[src/design/fwg_consts.vh]
// constants of the flash write guard host controller
`ifndef FWG_CONSTS_VH
`define FWG_CONSTS_VH
`define FWG_REG_CTRL     8'h00
`define FWG_REG_ADDR     8'h04
`define FWG_REG_DATA     8'h08
`define FWG_REG_CMD      8'h0C
`define FWG_REG_STATUS   8'h10
`define FWG_REG_RDDATA   8'h14
`define FWG_CTRL_HV      0
`define FWG_CTRL_GUARD   1
`define FWG_CMD_WRITE    0
`define FWG_CMD_READ     1
`define FWG_CMD_ENTER    2
`define FWG_CMD_EXIT     3
`define FWG_CMD_PROG     4
`define FWG_ST_BUSY      0
`define FWG_ST_OVERLAY   1
`define FWG_ST_REJECT    2
`define FWG_GLITCH_NS    5
`define FWG_CLK_NS       4
`define FWG_PULSE_CYC    ((`FWG_GLITCH_NS+`FWG_CLK_NS-1)/`FWG_CLK_NS+1)
`define FWG_UNLOCK_A1    22'h000555
`define FWG_UNLOCK_D1    16'h00AA
`define FWG_UNLOCK_A2    22'h0002AA
`define FWG_UNLOCK_D2    16'h0055
`define FWG_ENTER_D3     16'h0088
`define FWG_EXIT_D3      16'h0090
`define FWG_EXIT_D4      16'h0000
`define FWG_PROG_D3      16'h00A0
`endif

[src/design/fwg_flash_host.v]
// host controller that drives the flash bus pins under AXI4-Lite orders
//
// Local design decisions: the address map and the AXI4-Lite slave port.
`timescale 1ns/1ps
`include "fwg_consts.vh"
// Contract
// RL1 - temporary unprotect only while host raises clear pin to high voltage
// RL2 - during temporary unprotect protected sectors accept program and erase
// RL3 - dropping high voltage restores all earlier protection
// RL4 - boot guard low keeps outermost boot sectors protected in that mode
// RL5 - device holds a fixed secured region indicator bit
// RL6 - entry sequence maps secured region onto boot sector addresses
// RL7 - overlay stays until exit sequence or power loss
// RL8 - power-up or hardware clear drops the overlay
// RL9 - factory locked parts reject any change to the secured region
// RL10 - serial identity sits in a fixed secured region window
// RL11 - customer parts read freely, program and lock once, never erase
// RL12 - no accelerated or bypass programming into the secured region
// RL13 - lock uses three-cycle entry then protect algorithm
// RL14 - locked secured region can never be changed
// RL15 - host sends exit sequence before touching the rest of the array; host rejects only PROG while overlay is set
// RL16 - program or erase only after unlock cycles sent by host
// RL17 - below lockout threshold device ignores writes
// RL18 - strobe pulses under glitch limit start no write
// RL19 - write only with select and write strobe low, output strobe high
// RL20 - power-up with write asserted ignores next write strobe edge
// RL21 - boot guard low blocks outermost boot sectors
// RL22 - program allowed only if unprotected or temporarily unprotected
module fwg_flash_host (
   input  wire        clk,
   input  wire        reset,
   input  wire [7:0]  s_axi_awaddr,
   input  wire        s_axi_awvalid,
   output reg         s_axi_awready,
   input  wire [31:0] s_axi_wdata,
   input  wire [3:0]  s_axi_wstrb,
   input  wire        s_axi_wvalid,
   output reg         s_axi_wready,
   output reg  [1:0]  s_axi_bresp,
   output reg         s_axi_bvalid,
   input  wire        s_axi_bready,
   input  wire [7:0]  s_axi_araddr,
   input  wire        s_axi_arvalid,
   output reg         s_axi_arready,
   output reg  [31:0] s_axi_rdata,
   output reg  [1:0]  s_axi_rresp,
   output reg         s_axi_rvalid,
   input  wire        s_axi_rready,
   output reg  [21:0] flashAddr,
   output reg  [15:0] flashDqOut,
   output reg         flashDqOe,
   input  wire [15:0] flashDqIn,
   output reg         chipSelect_n,
   output reg         writeStrobe_n,
   output reg         outputStrobe_n,
   output reg         clearHighVoltage,
   output reg         clearPin_n,
   output reg         bootGuardAccelPin
);
   localparam IDLE  = 4'b0001;
   localparam SETUP = 4'b0010;
   localparam PULSE = 4'b0100;
   localparam HOLD  = 4'b1000;

   reg  [3:0]  state;
   reg  [21:0] regAddr;
   reg  [15:0] regData;
   reg  [15:0] rdData;
   reg  [15:0] rdSync1;
   reg  [15:0] rdSync2;
   reg  [1:0]  ctrl;
   reg         overlay;
   reg         reject;
   reg  [2:0]  op;
   reg  [2:0]  step;
   reg  [2:0]  steps;
   reg  [3:0]  cnt;
   reg         awHeld;
   reg         wHeld;
   reg  [7:0]  awAddr;
   reg  [31:0] wData;
   reg  [21:0] cycAddr;
   reg  [15:0] cycData;
   wire        busy = (state != IDLE);
   wire        doWrite = awHeld && wHeld && !s_axi_bvalid;

   // cycle address and data for each step of the current sequence
   always @* begin
      cycAddr = `FWG_UNLOCK_A1;
      cycData = `FWG_UNLOCK_D1;
      if (step == 3'd1) begin
         cycAddr = `FWG_UNLOCK_A2;
         cycData = `FWG_UNLOCK_D2;
      end else if (step == 3'd2) begin
         cycAddr = `FWG_UNLOCK_A1;
         case (op)
            3'd2:    cycData = `FWG_ENTER_D3;
            3'd3:    cycData = `FWG_EXIT_D3;
            3'd4:    cycData = `FWG_PROG_D3;
            default: cycData = regData;
         endcase
         if (op == 3'd0 || op == 3'd1)
            cycAddr = regAddr;
      end else if (step == 3'd3) begin
         cycAddr = regAddr;
         cycData = (op == 3'd3) ? `FWG_EXIT_D4 : regData;
      end
      if (op == 3'd0 || op == 3'd1) begin
         cycAddr = regAddr;
         cycData = regData;
      end
   end

   always @(posedge clk) begin
      if (reset) begin
         s_axi_awready <= 1'b0;
         s_axi_wready  <= 1'b0;
         s_axi_bvalid  <= 1'b0;
         s_axi_bresp   <= 2'b00;
         s_axi_arready <= 1'b0;
         s_axi_rvalid  <= 1'b0;
         s_axi_rresp   <= 2'b00;
         s_axi_rdata   <= 32'h00000000;
         awHeld <= 1'b0;
         wHeld  <= 1'b0;
         awAddr <= 8'h00;
         wData  <= 32'h00000000;
         regAddr <= 22'h000000;
         regData <= 16'h0000;
         rdData  <= 16'h0000;
         rdSync1 <= 16'h0000;
         rdSync2 <= 16'h0000;
         ctrl    <= 2'b10;
         overlay <= 1'b0;
         reject  <= 1'b0;
         op    <= 3'd0;
         step  <= 3'd0;
         steps <= 3'd0;
         cnt   <= 4'h0;
         state <= IDLE;
         flashAddr <= 22'h000000;
         flashDqOut <= 16'h0000;
         flashDqOe <= 1'b0;
         chipSelect_n <= 1'b1;
         writeStrobe_n <= 1'b1;
         outputStrobe_n <= 1'b1;
         clearHighVoltage <= 1'b0;
         clearPin_n <= 1'b0;
         bootGuardAccelPin <= 1'b1;
      end else begin
         rdSync1 <= flashDqIn;
         rdSync2 <= rdSync1;
         clearPin_n <= 1'b1;
         clearHighVoltage <= ctrl[`FWG_CTRL_HV];          // [RL1] [RL3]
         bootGuardAccelPin <= ctrl[`FWG_CTRL_GUARD];      // [RL4] [RL21]
         s_axi_awready <= !awHeld && !s_axi_awready;
         s_axi_wready  <= !wHeld && !s_axi_wready;
         if (s_axi_awvalid && s_axi_awready) begin
            awHeld <= 1'b1;
            awAddr <= s_axi_awaddr;
         end
         if (s_axi_wvalid && s_axi_wready) begin
            wHeld <= 1'b1;
            wData <= s_axi_wdata;
         end
         if (s_axi_bvalid && s_axi_bready)
            s_axi_bvalid <= 1'b0;
         if (doWrite) begin
            awHeld <= 1'b0;
            wHeld  <= 1'b0;
            s_axi_bvalid <= 1'b1;
            s_axi_bresp <= 2'b00;
            case (awAddr)
               `FWG_REG_CTRL: ctrl <= wData[1:0];
               `FWG_REG_ADDR: regAddr <= wData[21:0];
               `FWG_REG_DATA: regData <= wData[15:0];
               `FWG_REG_CMD: begin
                  if (busy || wData[2:0] > 3'd4)
                     s_axi_bresp <= 2'b10;
                  else if (wData[2:0] == 3'd4 && overlay) begin
                     reject <= 1'b1;                      // [RL12] [RL15]
                     s_axi_bresp <= 2'b10;
                  end else begin
                     op <= wData[2:0];
                     reject <= 1'b0;
                     step <= (wData[2:0] < 3'd2) ? 3'd3 : 3'd0;
                     steps <= (wData[2:0] == 3'd2) ? 3'd2 : 3'd3; // [RL13]
                     state <= SETUP;
                  end
               end
               default: s_axi_bresp <= 2'b10;
            endcase
         end
         s_axi_arready <= !s_axi_arready && !s_axi_rvalid;
         if (s_axi_arvalid && s_axi_arready) begin
            s_axi_rvalid <= 1'b1;
            s_axi_rresp <= 2'b00;
            case (s_axi_araddr)
               `FWG_REG_CTRL:   s_axi_rdata <= {30'h0, ctrl};
               `FWG_REG_ADDR:   s_axi_rdata <= {10'h0, regAddr};
               `FWG_REG_DATA:   s_axi_rdata <= {16'h0, regData};
               `FWG_REG_STATUS: s_axi_rdata <= {29'h0, reject, overlay, busy};
               `FWG_REG_RDDATA: s_axi_rdata <= {16'h0, rdData};
               default: begin
                  s_axi_rdata <= 32'h00000000;
                  s_axi_rresp <= 2'b10;
               end
            endcase
         end else if (s_axi_rvalid && s_axi_rready)
            s_axi_rvalid <= 1'b0;
         case (state)
            IDLE: begin
               chipSelect_n <= 1'b1;
               writeStrobe_n <= 1'b1;
               outputStrobe_n <= 1'b1;
               flashDqOe <= 1'b0;
            end
            SETUP: begin
               flashAddr <= cycAddr;
               flashDqOut <= cycData;
               flashDqOe <= (op != 3'd1);
               outputStrobe_n <= (op != 3'd1) ? 1'b1 : 1'b0; // [RL19]
               chipSelect_n <= 1'b0;
               cnt <= 4'h0;
               state <= PULSE;
            end
            PULSE: begin
               writeStrobe_n <= (op == 3'd1);             // [RL19] [RL16]
               cnt <= cnt + 4'h1;
               if (cnt == `FWG_PULSE_CYC) begin            // [RL18]
                  if (op == 3'd1)
                     rdData <= rdSync2;
                  writeStrobe_n <= 1'b1;
                  state <= HOLD;
               end
            end
            HOLD: begin
               chipSelect_n <= 1'b1;
               outputStrobe_n <= 1'b1;
               flashDqOe <= 1'b0;
               if (step >= steps) begin
                  if (op == 3'd2)
                     overlay <= 1'b1;                     // [RL6]
                  if (op == 3'd3)
                     overlay <= 1'b0;                     // [RL7] [RL15]
                  state <= IDLE;
               end else begin
                  step <= step + 3'd1;
                  state <= SETUP;
               end
            end
            default: state <= IDLE;
         endcase
      end
   end
endmodule

[config.mk]
export PLATFORM = sky130hd
export DESIGN_NAME = fwg_flash_host
export DESIGN_NICKNAME = d
export VERILOG_FILES = /design/src/design/fwg_flash_host.v
export VERILOG_INCLUDE_DIRS = /design/src /design/src/design
export SDC_FILE = /design/constraint.sdc
export NUM_CORES = 1
export LEC_CHECK = 0
export BUFFER_PORTS_ARGS = -buffer_cell sky130_fd_sc_hd__buf_2
export CAP_MARGIN = 20
export CORE_MARGIN = 2
export CORE_UTILIZATION = 49
export DETAILED_ROUTE_END_ITERATION = 6
export PLACE_DENSITY_LB_ADDON = 0.05
export SLEW_MARGIN = 15
export SYNTH_ARGS = -nofsm -noshare
export SYNTH_HDL_FRONTEND = slang
export SYNTH_SLANG_ARGS = --single-unit
[constraint.sdc]
create_clock -name clk -period 1.8 [get_ports clk]
set_input_delay 0.36 -clock clk [delete_from_list [all_inputs] [get_ports clk]]
set_output_delay 0.36 -clock clk [all_outputs]
set_load 0.005 [all_outputs]
---- Yosys cells after proc, flatten, opt, wreduce, memory -nomap -nowiden ----
Index checks and enable logic that the tools add are counted.
Widths: inputs -> output; s select.
cells by class
  equality and inequality tests ........... 23
  add/sub/neg operators ................... 2
  reduce and logical (&&, ||, !) cells .... 40
  multiplexer cells ....................... 45
  order comparisons ....................... 3
  bitwise operators ....................... 2
operators by type and width
  cell                number
  $pmux 22 s5         1
  $mux 22             4
  $mux 16             5
  $pmux 16 s3         1
  $eq 8x4->1 const B  3
  $mux 4              5
  $mux 3              6
  $eq 8x3->1 const B  2
  $eq 8x5->1 const B  2
  $logic_not 8->1     2
  $pmux 4 s4          1
  $eq 3x2->1 const B  5
  $reduce_bool 2->1   6
  $logic_and 1x1->1   11
  $mux 1              11
  $mux 2              5
  $reduce_and 3->1    3
  $eq 4x2->1 const B  2
  $pmux 1 s2          4
  $pmux 4 s2          1
  $logic_not 1->1     7
  $eq 3x1->1 const B  2
  $eq 3x3->1 const B  2
  $reduce_and 2->1    3
  18 further kinds    21
storage, ports and cells
  output and inout port bits .............. 86
  input bits .............................. 75
  register bits ........................... 225

---- Logic depth before layout (Yosys ltp) ----
  word-level depth ........................ 8
  depth in mapped cells ................... 8
  depth with buffers taken out ............ 6

---- Least setup slack after synthesis ----
OpenSTA, ideal clock, no wires.
  path kind ............................... register to register
  from .................................... register step[2]
  to ...................................... register flashDqOut[10]
  arrival time ............................ 1.860 ns
  stages on the path, launching flop included .. 9
  path buffers ............................ 2
  setup time .............................. 0.117 ns
  required time ........................... 1.683 ns
  path slack .............................. -0.178 ns
  cell sequence ........................... dfxtp_1 > clkbuf_1 > inv_1 > ha_1 > inv_1 > o311ai_0 > or2_2 > buf_2 > a32o_1
on the way
  longest elaborated chain between the ends .. 5
  elaborated cells on any way between the ends .. 7
  classes of those cells .................. 3 x eq/ne; 4 x mux
RTL lines
  what                      line                  source
  start: declaration        fwg_flash_host.v:75   reg [2:0] step;
  start signal: assignment  fwg_flash_host.v:186  step <= (wData[2:0] < 3'd2) ? 3'd3 : 3'd0;
  start signal: assignment  fwg_flash_host.v:248  step <= step + 3'd1;
  $eq 3x2->1                fwg_flash_host.v:104  end else if (step == 3'd3) begin
  $mux 16                   fwg_flash_host.v:104
  $mux 16                   fwg_flash_host.v:94   end else if (step == 3'd2) begin
  $mux 16 (*)               fwg_flash_host.v:91   if (step == 3'd1) begin
  $mux 16 (*)               fwg_flash_host.v:108  if (op == 3'd0 || op == 3'd1) begin
  end signal: assignment    fwg_flash_host.v:220  flashDqOut <= cycData;
  end: declaration          fwg_flash_host.v:50   output reg [15:0] flashDqOut,
Mark *: on every way between the ends. The rest lies on a longest branch, timed or not.
A chain may end at the register's enable or synchronous reset.

---- Worst setup path after layout ----
  from .................................... register state[0]
  to ...................................... register overlay
on the way
  longest elaborated chain between the ends .. 2
RTL lines
  what                        line                  source
  start: declaration          fwg_flash_host.v:65   reg [3:0] state;
  start signal: assignment    fwg_flash_host.v:140  state <= IDLE;
  start signal: assignment    fwg_flash_host.v:188  state <= SETUP;
  start signal: assignment    fwg_flash_host.v:225  state <= PULSE;
  $eq 4x4->1                  fwg_flash_host.v:211  case (state)
  $reduce_and 3->1 (no line)  -
  end signal: assignment      fwg_flash_host.v:134  overlay <= 1'b0;
  end signal: assignment      fwg_flash_host.v:243  overlay <= 1'b1;
  end signal: assignment      fwg_flash_host.v:245  overlay <= 1'b0;
  end: declaration            fwg_flash_host.v:72   reg overlay;
Every way passes these cells.

==> impl_table.tex <==
\begin{tabular}{lr}
\hline
Metric & Value \\
\hline
\multicolumn{2}{l}{\textbf{Run status}} \\
\quad Result of the run & complete, no violations \\
\multicolumn{2}{l}{\textbf{Global routing}} \\
\quad Global router's overall resource usage & 0.239 \\
\quad Initial antenna violation count & 0 \\
\quad Pin count of the biggest net entering global routing & 51 \\
\quad Via count of the first global-routing pass & 6,214 \\
\quad Overall overflow remaining after global route & 0 \\
\quad First-pass GRT wire length & 34,000 µm \\
\multicolumn{2}{l}{\textbf{Layout}} \\
\quad Fill cell total of the finished layout & 1,439 \\
\quad Final design area excluding fillers & 10,300 µm² \\
\quad Net count, final & 1,125 \\
\quad Antenna fix cells & 0 \\
\quad Final non-filler cell total & 1,277 \\
\quad Area growth from synthesis to layout & 25.6\% \\
\quad Share of post-route cells with drive strength above 1 & 0.258 \\
\quad Commonest non-fill, non-tap cells in the layout & sky130\_fd\_sc\_hd\_\_dfxtp\_1 (206), sky130\_fd\_sc\_hd\_\_buf\_2 (133), sky130\_fd\_sc\_hd\_\_nand2\_1 (113) \\
\quad Leading cell type in the layout, fill and taps excluded & sky130\_fd\_sc\_hd\_\_dfxtp\_1 \\
\multicolumn{2}{l}{\textbf{Critical path}} \\
\quad Class of the most critical setup path & flip-flop to flip-flop \\
\quad Number of cell instances on the worst register-to-register path & 4 \\
\quad Critical path fanouts, max & 4 \\
\quad Cells traversed along the worst timing path & or4b\_4 -> buf\_4 -> or4\_1 -> a21oi\_2 \\
\quad Minimum setup slack among reg-to-reg paths & 20 ps \\
\quad Worst Setup End Kind & flip-flop \\
\quad Longest individual stage delay on the worst path & 580 ps \\
\quad Data arrival time of the critical path & 2220 ps \\
\quad Kind of launch point of the worst setup path & flip-flop \\
\quad Slowest cell on the critical path & sky130\_fd\_sc\_hd\_\_or4b\_4 \\
\quad Worst path required time & 2240 ps \\
\multicolumn{2}{l}{\textbf{Power and ir drop}} \\
\quad Highest ir drop seen on vdd & 0.728 mV \\
\quad Leakage component of the power & 0.00442 µW \\
\quad Power per standard cell area & 958 nW/µm² \\
\quad Internal Dissipation & 7760 µW \\
\quad Total Power Consumption & 9870 µW \\
\quad P\_sw & 2120 µW \\
\quad Clock power share & 0.468 \\
\quad Sequential fraction of design power & 0.489 \\
\quad Proportion of total power due to net switching & 0.214 \\
\quad Combinational cell fraction of total power & 0.043 \\
\multicolumn{2}{l}{\textbf{Die}} \\
\quad Ports & 161 \\
\quad Die Area & 17,800 µm² \\
\quad Area of the core & 16,500 µm² \\
\quad Die height & 133 µm \\
\quad Floorplan row count & 47 \\
\quad Die outline width & 133 µm \\
\quad Initial standard-cell utilization of the core & 0.498 \\
\multicolumn{2}{l}{\textbf{Synth}} \\
\quad Dominant cells by area after synthesis & sky130\_fd\_sc\_hd\_\_dfxtp\_1 (52\%), sky130\_fd\_sc\_hd\_\_mux2i\_1 (7.0\%), sky130\_fd\_sc\_hd\_\_nand2\_1 (5.2\%) \\
\quad Flip-flop cell with the highest count after synthesis & sky130\_fd\_sc\_hd\_\_dfxtp\_1 \\
\quad FF+latch count, synth & 212 \\
\quad Number of distinct standard cells referenced by the synthesized netlist & 68 \\
\quad Mean area per synthesized cell & 9.30 µm² \\
\quad Syn Std Cell Area & 8210 µm² \\
\quad Cells after synthesis & 883 \\
\quad Share of the yosys chip area belonging to registers & 0.517 \\
\quad Share of the synthesized area in the top cell type & 0.517 \\
\quad Count of flip-flops with a built-in enable after synthesis & 0 \\
\quad Leading area contributor after synthesis & sky130\_fd\_sc\_hd\_\_dfxtp\_1 \\
\quad Yosys Warn Count & 0 \\
\quad Proportion of register bits with asynchronous set or reset after synthesis & 0 \\
\multicolumn{2}{l}{\textbf{Detailed routing}} \\
\quad Total vias in the final route & 6,739 \\
\quad 1st-iter DRT viols & 426 \\
\quad First drt pass iteration count & 6 \\
\quad Count of nets left with antenna violations after detail routing & 0 \\
\quad Vias per cell & 5.28 \\
\quad Post-Route WL & 21,400 µm \\
\quad Wire length per cell & 16.8 µm \\
\quad Post-route DRC & 0 \\
\multicolumn{2}{l}{\textbf{Timing}} \\
\quad Fin crit period & 1780 ps \\
\quad Worst hold margin & 59.6 ps \\
\quad Crit path setup slack, layout & 19.0 ps \\
\quad Final Slew Violations & 0 \\
\quad RSZ-0062 raised after global routing & yes \\
\quad Final Skew & 16.1 ps \\
\quad Count of endpoints failing setup in the final report & 0 \\
\quad Total count of hold-check failures in the final report & 0 \\
\quad Highest attainable clock frequency & 561 MHz \\
\quad Portion of the clock cycle consumed by the worst path in the final layout & 0.989 \\
\multicolumn{2}{l}{\textbf{Placed design}} \\
\quad Port-buffer cells & 134 \\
\quad GPL Wtd Cong & 0.864 \\
\quad HPWL reported at the end of detailed placement & 14,900 µm \\
\quad Total instance count after detailed placement & 1,237 \\
\quad Post-DP Area & 9440 µm² \\
\quad Placement-stage worst setup slack & -94.7 ps \\
\multicolumn{2}{l}{\textbf{Clocking}} \\
\quad Worst-Skew Late Latency & 510 ps \\
\quad Clock buffer count from CTS & 23 \\
\quad Clock-pin slew reported for the worst setup and hold paths after clock tree synthesis & 60 ps \\
\quad TritonCTS clock tree & yes \\
\quad Clock tree buffer depth & 3 \\
\quad Clk sinks & 212 \\
\quad Hold buffer count at CTS & 0 \\
\quad Number of H-tree levels & 1 \\
\quad Clock tree root buffer cell & sky130\_fd\_sc\_hd\_\_clkbuf\_16 \\
\multicolumn{2}{l}{\textbf{Hold path}} \\
\quad Hold Path Depth & 2 \\
\quad Hold Path Class & input pin to flip-flop \\
\multicolumn{2}{l}{\textbf{Job}} \\
\quad Total of max-cap violations & 0 \\
\hline
\end{tabular}
## kinds of logic after synthesis
group | count (synthesis) | synth area share
muxes | 59 | 0.0723
xor gates and xnor gates | 1 | 0.00107
and+or+nand+nor | 311 | 0.184
adders and majority gates | 7 | 0.0107
other | 1 | 0.000457
AOI/OAI and AO/OA | 206 | 0.167
buffers and inverters | 86 | 0.0482
DFF | 212 | 0.517
## what timing repair did
action,in CTS,in global routing
gates resized for setup,7,20
endpoints found under the hold margin,0,0
setup endpoints to repair,15,58
pin swaps,1,4
buffers inserted,1,0
## routing by layer
layer  share of wire  global-route usage  routed length, µm  vias up
met2            0.42               0.353               9000      185
li1                -                   -                  -     3371
met4           0.025              0.0638                526        0
met5               0                   0                  0        -
met1            0.50               0.366              10800     3142
met3           0.052              0.0312               1110       41
## area by class of cell
cell class | count | area, µm² | area share
clock inverters | 4 | 48.8 | 0.00473
repair buffers | 199 | 1260 | 0.123
clock buffers | 35 | 701 | 0.0680
flip-flops and latches | 212 | 4250 | 0.412
well taps | 220 | 275 | 0.0267
inverters | 11 | 43.8 | 0.00425
multi-input cells | 596 | 3720 | 0.361
## worst max-delay path, delay by kind of cell, from the launching register on
kind	cells	cell delay (ps)
buffers and inverters	1	160
DFF	1	340
AOI/OAI and AO/OA	1	130
and+or+nand+nor	2	1090
## synth_stat cells (all sizes together) (4+ instances only)
master   count
dfxtp      212
nand2      113
nor2        92
a21oi       82
mux2i       57
clkbuf      46
nor2b       39
o21ai       31
buf         29
a22oi       21
o2bb2ai     13
a32oi       11
inv         11
nand3       11
nor3         9
a32o         8
o211ai       8
ha           7
nand2b       6
nand3b       6
a211oi       4
a22o         4
nor3b        4
nor4b        4
o21a         4
or4b         4
## state kept, by name, indices dropped and copies added, names as in the netlist, 8 cells and up
signal	flops
awAddr	8
flashAddr	22
flashDqOut	16
rdData	16
rdSync1	16
rdSync2	16
regAddr	22
regData	16
s_axi_rdata	22
wData	22
## per-stage QoR
| stage | utilization | TNS (ps) |
|---|---|---|
| floorplan | - | 0 |
| global placement | 0.573 | -580 |
| detailed placement | 0.573 | -774 |
| CTS | 0.621 | 0 |
| global route | 0.626 | -458 |
| finish | 0.626 | 0 |
## power by group through the flow
stage                     Sequential (µW)  Combinational [µW]  Clock, µW
after detailed placement             4930                 425          0
after floorplan                      4910                 254          0
after global placement               4920                 423          0
after global routing                 4830                 472       4890
final                                4820                 429       4620
after CTS                            4820                 427       4710
## path summary, 6_finish.rpt
kind	from	end
worst max register to register	state[0]	overlay
worst min-delay path	flashDqIn[5]	rdSync1[5]
worst min register to register	rdSync1[11]	rdSync2[11]
worst max-delay path	state[0]	overlay
No activity file was read; power rests on OpenSTA's default activity.
